==> src/core/kcp_pkg.sv <==
/*
 * kcp_pkg: register addresses, field positions, reset values and encodings
 * for the key-switch monitor configuration and port register bank.
 * Assumes an 8-bit register address and 8-bit data from the serial bus front end.
 */
package kcp_pkg;
  localparam logic [7:0] ADDR_INTR   = 8'h03;
  localparam logic [7:0] ADDR_CONFIG = 8'h04;
  localparam logic [7:0] ADDR_PORTS  = 8'h05;
  localparam logic [7:0] ADDR_KSND   = 8'h06;
  localparam logic [7:0] ADDR_ASND   = 8'h07;

  localparam logic [7:0] CONFIG_RST  = 8'h01;
  localparam logic [7:0] PORTS_RST   = 8'hFE;
  localparam logic [7:0] KSND_RST    = 8'h51;
  localparam logic [7:0] ASND_RST    = 8'hBB;
  localparam logic [4:0] INTR_PERIOD_RST = 5'h00;

  // configuration fields
  localparam int CFG_TMO_DIS   = 0;
  localparam int CFG_SRC_LO    = 1;
  localparam int CFG_ALT_NOW   = 3;
  localparam int CFG_ALT_IEN   = 4;
  localparam int CFG_ALT_SND   = 5;
  localparam int CFG_KEY_SND   = 6;
  localparam int CFG_RUN       = 7;

  // ports fields
  localparam int PRT_ALERT     = 0;
  localparam int PRT_INTPORT   = 1;
  localparam int PRT_FIRST     = 2;
  localparam int PRT_LAST      = 7;

  // interrupt register fields
  localparam int INT_KEY_EV    = 5;
  localparam int INT_ALT_EV    = 6;
  localparam int INT_ANY       = 7;

  // sounder source codes
  typedef enum logic [1:0] {
    SRC_NONE  = 2'h0,
    SRC_HOST  = 2'h1,
    SRC_KEY   = 2'h2,
    SRC_ALERT = 2'h3
  } kcp_src_t;
endpackage : kcp_pkg

==> src/core/kcp_sync_if.sv <==
/*
 * kcp_sync_if: carries the synchronised alert level and its falling-edge pulse
 * from the input conditioner to the register bank. Single clock domain.
 */
`timescale 1ns/1ps
interface kcp_sync_if;
  logic level;
  logic fall;
  modport src (output level, output fall);
  modport dst (input  level, input  fall);
endinterface : kcp_sync_if

==> src/core/kcp_alert_sync.sv <==
/*
 * kcp_alert_sync: two-flop synchroniser and falling-edge detector for the
 * alert pin. Assumes the pin is asynchronous to ref_clk_in.
 */
`timescale 1ns/1ps
module kcp_alert_sync (
  input  wire logic ref_clk_in,
  input  wire logic nrst_in,
  input  wire logic alert_pin_in,
  kcp_sync_if.src   sync
);
  logic [2:0] sh_q;
  logic [2:0] sh_d;

  // sh_q[0] feeds only sh_q[1]; edge logic looks at stages 1 and 2
  always_comb begin
    sh_d = {sh_q[1:0], alert_pin_in};
  end

  // reset high, so a pin low at power-up gives one fall pulse two cycles after reset
  always_ff @(posedge ref_clk_in or negedge nrst_in) begin
    if (!nrst_in) begin
      sh_q <= 3'h7;
    end else begin
      sh_q <= sh_d;
    end
  end

  assign sync.level = sh_q[1];
  assign sync.fall  = sh_q[2] & ~sh_q[1];
endmodule : kcp_alert_sync

==> src/core/kcp_regs.sv <==
/*
 * kcp_regs: configuration, ports, interrupt and sound registers of a key-switch
 * monitor, with the open-drain port outputs and the interrupt pin.
 * Assumes a serial bus front end that gives single-cycle write and read strobes
 * with an 8-bit address, and a key engine that reports debounce cycles, new keys,
 * queue empty and sounder activity on the same clock.
 */
// Contract
// - interrupt status bits ignore host writes
// - interrupt read clears alert, keeps key-scan
// - key-scan interrupt ends when queue empties
// - config bit 0 low enables bus timeout
// - config bits 2:1 report sounder source
// - config bit 3 makes alert interrupt immediate
// - config bit 4 enables alert falling-edge interrupt
// - config bit 5 sends alert sound on edge
// - config bit 6 sends key sound per key
// - shutdown stops scanning, sounder, interrupts; ports live
// - operating mode runs scanning and sounder queue
// - port bits written 0 drive low, 1 release
// - ports bit 0 reads alert pin level
// - zero period frees interrupt pin as port
// - period N asserts pending key interrupt every N debounce cycles
`timescale 1ns/1ps
module kcp_regs (
  input  wire logic       ref_clk_in,
  input  wire logic       nrst_in,
  // register access from the serial front end
  input  wire logic       wr_stb_in,
  input  wire logic       rd_stb_in,
  input  wire logic [7:0] addr_in,
  input  wire logic [7:0] wdata_in,
  output logic      [7:0] rdata_out,
  // key engine status
  input  wire logic       debounce_tick_in,
  input  wire logic       new_key_in,
  input  wire logic       queue_empty_in,
  input  wire logic       snd_active_in,
  input  wire logic       snd_host_in,
  // pins
  input  wire logic       alert_pin_in,
  output logic      [5:0] port_out,
  output logic      [5:0] port_oe_out,
  output logic            int_pin_out,
  output logic            int_pin_oe_out,
  // controls towards the rest of the device
  output logic            bus_timeout_en_out,
  output logic            run_out,
  output logic            snd_req_out,
  output logic      [7:0] snd_cmd_out
);
  kcp_sync_if alert_if ();

  kcp_alert_sync u_alert_sync (
    .ref_clk_in   (ref_clk_in),
    .nrst_in      (nrst_in),
    .alert_pin_in (alert_pin_in),
    .sync         (alert_if.src)
  );

  logic [7:0] cfg_q, cfg_d;
  logic [7:0] prt_q, prt_d;
  logic [4:0] per_q, per_d;
  logic [7:0] ksnd_q, ksnd_d;
  logic [7:0] asnd_q, asnd_d;
  logic       key_ev_q, key_ev_d;
  logic       alt_ev_q, alt_ev_d;
  logic       alt_pend_q, alt_pend_d;
  logic       key_pend_q, key_pend_d;
  logic [4:0] cnt_q, cnt_d;
  logic [1:0] src_q, src_d;
  logic       sreq_q, sreq_d;
  logic [7:0] scmd_q, scmd_d;
  logic [7:0] rdata_q, rdata_d;

  logic       running;
  logic       period_end;
  logic [4:0] eff_per;

  // sound command: bit 0 forced to 1, continuous duration becomes 1000 ms code
  function automatic logic [7:0] snd_fix(input logic [7:0] v);
    snd_fix = (v[7:5] == 3'h0) ? {3'h7, v[4:1], 1'b1} : {v[7:1], 1'b1};
  endfunction : snd_fix

  function automatic logic hit(input logic [7:0] a, input logic [7:0] ref_a);
    hit = (a == ref_a);
  endfunction : hit

  assign running = cfg_q[kcp_pkg::CFG_RUN];
  // zero period still runs status as if period were one
  assign eff_per    = (per_q == 5'h00) ? 5'h01 : per_q;
  assign period_end = running & debounce_tick_in & (cnt_q + 5'h01 >= eff_per);

  // register writes and status bookkeeping
  always_comb begin
    cfg_d      = cfg_q;
    prt_d      = prt_q;
    per_d      = per_q;
    ksnd_d     = ksnd_q;
    asnd_d     = asnd_q;
    key_ev_d   = key_ev_q;
    alt_ev_d   = alt_ev_q;
    alt_pend_d = alt_pend_q;
    key_pend_d = key_pend_q;
    cnt_d      = cnt_q;
    sreq_d     = 1'b0;
    scmd_d     = scmd_q;
    src_d      = src_q;
    if (wr_stb_in) begin
      unique case (addr_in)
        kcp_pkg::ADDR_INTR:   per_d = wdata_in[4:0];
        // sounder source bits are status, not writable
        kcp_pkg::ADDR_CONFIG: cfg_d = {wdata_in[7:3], cfg_q[2:1], wdata_in[0]};
        kcp_pkg::ADDR_PORTS:  prt_d = {wdata_in[7:1], 1'b0};
        kcp_pkg::ADDR_KSND:   ksnd_d = wdata_in;
        kcp_pkg::ADDR_ASND:   asnd_d = wdata_in;
        default: ;
      endcase
    end
    // debounce period counter and deferred events
    if (running && debounce_tick_in) begin
      cnt_d = period_end ? 5'h00 : cnt_q + 5'h01;
      if (new_key_in) key_pend_d = 1'b1;
    end
    if (!running) cnt_d = 5'h00;
    // reading the interrupt register clears only the alert event
    if (rd_stb_in && hit(addr_in, kcp_pkg::ADDR_INTR)) alt_ev_d = 1'b0;
    // key-scan event lasts until the queue is drained
    if (queue_empty_in) key_ev_d = 1'b0;
    if (period_end) begin
      if (key_pend_q || (new_key_in && debounce_tick_in)) key_ev_d = 1'b1;
      if (alt_pend_q) alt_ev_d = 1'b1;
      key_pend_d = 1'b0;
      alt_pend_d = 1'b0;
    end
    // alert edge: set wins over the read clear
    if (running && alert_if.fall && cfg_q[kcp_pkg::CFG_ALT_IEN]) begin
      if (cfg_q[kcp_pkg::CFG_ALT_NOW]) alt_ev_d = 1'b1;
      else alt_pend_d = 1'b1;
    end
    // sounder requests; key sound takes priority when both arrive together
    if (running && alert_if.fall && cfg_q[kcp_pkg::CFG_ALT_SND]) begin
      sreq_d = 1'b1;
      scmd_d = snd_fix(asnd_q);
      src_d  = kcp_pkg::SRC_ALERT;
    end
    if (running && new_key_in && debounce_tick_in && cfg_q[kcp_pkg::CFG_KEY_SND]) begin
      sreq_d = 1'b1;
      scmd_d = snd_fix(ksnd_q);
      src_d  = kcp_pkg::SRC_KEY;
    end
    if (snd_host_in) src_d = kcp_pkg::SRC_HOST;
    if (!snd_active_in && !sreq_d && !snd_host_in) src_d = kcp_pkg::SRC_NONE;
    cfg_d[2:1] = src_d;
    // shutdown drops all interrupt state
    if (!running) begin
      key_ev_d   = 1'b0;
      alt_ev_d   = 1'b0;
      alt_pend_d = 1'b0;
      key_pend_d = 1'b0;
      sreq_d     = 1'b0;
    end
  end

  // read data, registered one cycle after the read strobe
  always_comb begin
    rdata_d = 8'h00;
    unique case (addr_in)
      kcp_pkg::ADDR_INTR:   rdata_d = {key_ev_q | alt_ev_q, alt_ev_q, key_ev_q, per_q};
      kcp_pkg::ADDR_CONFIG: rdata_d = cfg_q;
      kcp_pkg::ADDR_PORTS:  rdata_d = {prt_q[7:1], alert_if.level};
      kcp_pkg::ADDR_KSND:   rdata_d = {ksnd_q[7:1], 1'b1};
      kcp_pkg::ADDR_ASND:   rdata_d = {asnd_q[7:1], 1'b1};
      default:              rdata_d = 8'h00;
    endcase
    if (!rd_stb_in) rdata_d = rdata_q;
  end

  always_ff @(posedge ref_clk_in or negedge nrst_in) begin
    if (!nrst_in) begin
      cfg_q      <= kcp_pkg::CONFIG_RST;
      prt_q      <= kcp_pkg::PORTS_RST;
      per_q      <= kcp_pkg::INTR_PERIOD_RST;
      ksnd_q     <= kcp_pkg::KSND_RST;
      asnd_q     <= kcp_pkg::ASND_RST;
      key_ev_q   <= 1'b0;
      alt_ev_q   <= 1'b0;
      alt_pend_q <= 1'b0;
      key_pend_q <= 1'b0;
      cnt_q      <= 5'h00;
      src_q      <= kcp_pkg::SRC_NONE;
      sreq_q     <= 1'b0;
      scmd_q     <= 8'h00;
      rdata_q    <= 8'h00;
    end else begin
      cfg_q      <= cfg_d;
      prt_q      <= prt_d;
      per_q      <= per_d;
      ksnd_q     <= ksnd_d;
      asnd_q     <= asnd_d;
      key_ev_q   <= key_ev_d;
      alt_ev_q   <= alt_ev_d;
      alt_pend_q <= alt_pend_d;
      key_pend_q <= key_pend_d;
      cnt_q      <= cnt_d;
      src_q      <= src_d;
      sreq_q     <= sreq_d;
      scmd_q     <= scmd_d;
      rdata_q    <= rdata_d;
    end
  end

  // open drain: outputs always low, enable when bit is 0
  assign port_out    = 6'h00;
  assign port_oe_out = ~prt_q[kcp_pkg::PRT_LAST:kcp_pkg::PRT_FIRST];
  assign int_pin_out = 1'b0;
  // zero period hands the pin over to the ports register
  assign int_pin_oe_out = (per_q == 5'h00) ? ~prt_q[kcp_pkg::PRT_INTPORT]
                                           : (key_ev_q | alt_ev_q);
  assign rdata_out          = rdata_q;
  assign bus_timeout_en_out = ~cfg_q[kcp_pkg::CFG_TMO_DIS];
  assign run_out            = running;
  assign snd_req_out        = sreq_q;
  assign snd_cmd_out        = scmd_q;
endmodule : kcp_regs

==> config.mk <==
export PLATFORM = sky130hd
export DESIGN_NAME = kcp_regs
export DESIGN_NICKNAME = d
export VERILOG_FILES = /design/src/core/kcp_pkg.sv /design/src/core/kcp_sync_if.sv /design/src/core/kcp_alert_sync.sv /design/src/core/kcp_regs.sv
export SDC_FILE = /design/constraint.sdc
export NUM_CORES = 1
export LEC_CHECK = 0
export ABC_AREA = 1
export BUFFER_PORTS_ARGS = -buffer_cell sky130_fd_sc_hd__buf_2
export CAP_MARGIN = 20
export CORE_UTILIZATION = 35
export CTS_BUF_LIST = sky130_fd_sc_hd__clkbuf_16
export DETAILED_ROUTE_END_ITERATION = 16
export GPL_ROUTABILITY_DRIVEN = 0
export PLACE_DENSITY = 0.66
export SYNTH_ARGS = -nofsm -noshare
export SYNTH_HDL_FRONTEND = slang
export SYNTH_HIERARCHICAL = 1
export SYNTH_SLANG_ARGS = --single-unit
==> constraint.sdc <==
create_clock -name ref_clk_in -period 2 [get_ports ref_clk_in]
set_input_delay 0 -clock ref_clk_in [delete_from_list [all_inputs] [get_ports ref_clk_in]]
set_output_delay 0 -clock ref_clk_in [all_outputs]
set_load 0.005 [all_outputs]
==> qor.yml <==
run_status:
  status: "finished, violations left"
  violations: "negative hold slack"
grt:
  global_route.overflow_total: 0
  antenna_found_initial: 0
  use_met2_pct: 27.4
  grt_pass1_wl_mm: 13.6
  met1_usage_pct: 23.7
  grt_use_met3_pct: 3.31
  top_usage_layer: "met2"
  grt_pass1_vias: 2738
  track_usage_pct: 17.6
  grt_max_degree: 42
placement:
  numPortBuffers: 51
  preCtsSetupSlack_ns: 0.0172
  dp_hpwl_mm: 6.13
timing:
  hold_viol: 1
  max_freq_mhz: 517
  whs_ns: -0.00206
  period_share_pct: 96.7
  tightestPinTransition_ns: 0.579
  rsz0062_at_grt: "yes"
  fin_ws_ns: 0.0654
  post-route-min-period_ns: 1.93
  timing.setup.tns_ns: 0
  slew_violations: 0
  finClkSkew_ns: 0.00771
  slew_headroom_pct: 61.4
  setup_viol: 0
yosys:
  yosys_most_used_dff: "dfrtp_1"
  yosysWarnings: 6
  synthArstFlopShare_pct: 100
  synth_edf_count: 0
  ys_seq_elements: 63
  synth_cells: 392
  synth.most_common_cell: "nand2_1"
  ys_seq_area_share_pct: 46.0
  avgSynthCellArea_sq_um: 8.87
  synth_area_leaders: "dfrtp_1 (32%), dfstp_2 (14%), nand2_1 (9.6%)"
  synth_cell_types: 36
  synth_area_sq_mm: 0.00348
  yosys.area.top_type: "dfrtp_1"
  synth_commonest_cells: "nand2_1 (89), nand3_1 (58), inv_1 (49), dfrtp_1 (45), dfstp_2 (18)"
  synth_top_area_share_pct: 32.4
cts:
  clock-sinks: 63
  numCtsBuffers: 9
  root_buffer: "clkbuf_16"
  clk_path_buf_depth: 2
  tritoncts: "built"
  h-tree-depth: 3
  worstSkewPairLatency_ns: 0.34
  clkTransAtPathRegs_ns: 0.05
detailed_routing:
  post_drt_via_cell_ratio: 4.84
  firstDrtPassIters: 5
  antenna_left: 0
  vias: 2911
  drcViolationCount: 0
  wl_per_cell_microns: 14.0
  drtIter0Drc: 186
  drt_wl_total_mm: 8.45
layout:
  fillers: 958
  drive_above_1_share_pct: 30.1
  area_growth_pct: 24.3
  nets: 496
  antenna_cells: 0
critical_path:
  worstPathArrival_ns: 2.19
  cp_max_fo: 3
  startpoint_type: "flop"
  reg2reg_depth: 12
  crit_chain: "ha_2, nand3_2, xor2_2, ha_1, nand2_1, nand2_1, a21oi_2, nand2_2, buf_6, nand2_2, nand3_1, o21ai_1"
  ff2ff_setup_slack_ns: 0.07
  end_kind: "flop"
  timing.rr.start: "cnt_q[1]"
  worst_path_largest_cell_delay_ns: 0.36
  timing.rr.end: "alt_pend_q"
  crit_required_ns: 2.26
  worstSetupPathType: "reg2reg"
  slowest_stage: "dfrtp_1"
hold_path:
  worstHoldStart: "wdata_in[1]"
  whs_endpoint: "per_q[1]"
  hp-class: "in2reg"
  hold_path_depth: 3
power:
  power_mw: 4.04
  leakagePower_nw: 2.31
  peakVddDrop_mv: 0.503
  pwr_density_cell_mw_per_mm2: 934
die:
  fp.dieH_microns: 102
  die_w_microns: 102
  initial_core_util_pct: 35.9
  rows: 36
  die_area_sq_mm: 0.0103
  core_sq_mm: 0.00968
  io_pins: 59
flow_run:
  max_cap_violations: 0
critical path, delay by kind of cell, from the launching register on:
| family | cells | cell delay, ns |
|---|---|---|
| adder cells (fa/ha/maj) | 2 | 0.53 |
| AND/OR/NAND/NOR | 6 | 0.45 |
| flip-flops | 1 | 0.36 |
| AO/OA/AOI/OAI | 2 | 0.20 |
| XOR/XNOR | 1 | 0.19 |
| buffers and inverters | 1 | 0.13 |
sequential cells by signal, summed over array words and instances (netlist names), 3 cells and up:
register and flops:
cfg_q 8, rdata_out 8, snd_cmd_out 8, asnd_q 7, ksnd_q 7, prt_q 7, cnt_q 5, per_q 5
u_alert_sync/sh_q 3
per-layer routing:
metal  vias up  share of wire (%)
met5         -                  0
met2        96                 46
li1       1415                  -
met1      1383                 45
met3        17                6.4
met4         0                2.3
kinds of logic (layout without fill, tap and decap cells):
kind of cell / after synthesis / count (layout) / share of synthesized area [%]
AO/OA/AOI/OAI: 64 / 64 / 12.1
XOR/XNOR: 3 / 3 / 0.756
adder cells (fa/ha/maj): 6 / 6 / 2.16
buffers and inverters: 70 / 141 / 10.1
flip-flops: 63 / 63 / 46.0
other: 1 / 7 / 0.108
AND/OR/NAND/NOR: 185 / 185 / 28.9
report_power, final:
part | switching, mW | internal, mW | leakage (nW)
logic | 0.449 | 0.375 | 1.37
clock network | 0.582 | 1.08 | 0.153
registers | 0.109 | 1.44 | 0.779
total | 1.14 | 2.90 | 2.31
worst max-delay path by stage:
stage | endpoint | slack (ns) | startpoint | depth (start not counted)
6_report | alt_pend_q | 0.07 | cnt_q[1] | 12
2_1_floorplan | cnt_q[1] | 0.11 | cnt_q[0] | 11
3_3_place_gp | cnt_q[4] | 0.07 | cnt_q[0] | 11
4_1_cts | cnt_q[1] | 0.02 | cnt_q[0] | 11
3_5_place_dp | cnt_q[3] | 0.02 | cnt_q[0] | 11
5_1_grt | cnt_q[2] | -0.06 | cnt_q[1] | 11
area by class of cell:
type                       count  area [sq um]  area share [%]
sequential                    63          1600            37.0
multi-input combinational    265          1580            36.6
timing repair buffer          71           459            10.6
clock buffer                   9           225            5.21
inverter                      54           203            4.69
tap                          133           166            3.85
clock inverter                 7          88.8            2.05
metrics by stage:
| stage | cell area (sq um) | cells | utilization, % |
|---|---|---|---|
| 2_1_floorplan | 3500 | 398 | - |
| 3_3_place_gp | 3820 | 571 | 39.5 |
| 3_5_place_dp | 3820 | 571 | 39.5 |
| 4_1_cts | 4290 | 602 | 44.3 |
| 5_1_grt | 4320 | 602 | 44.6 |
| 6_report | 4320 | 602 | 44.6 |
cells in the final DEF (no fill, tap or decap), drive strengths merged:
cell type    synthesis  final
nand2               99     99
o211ai               2      2
clkbuf               1      9
o21ai               34     34
dfstp               18     18
o221ai               2      2
buf                 15     56
a21oi               11     11
dfrtp               45     45
ha                   6      6
clkinvlp             0      2
o21a                 8      8
xor2                 3      3
conb                 1      7
nor3                 2      2
inv                 54     55
nand3b               1      1
nand4                2      2
nor2                17     17
clkinv               0      2
nand3               61     61
bufinv               0      2
dlygate4sd3          0     15
o21bai               7      7
or2                  3      3
what timing repair did:
| item | CTS | global route |
|---|---|---|
| setup buffers | 0 | 0 |
| hold buffers | 15 | 0 |
| endpoints found under the setup margin | 0 | 9 |
| gates resized for setup | 0 | 12 |
| hold endpoints to repair | 44 | 0 |
(Power assumes the default switching activity.)
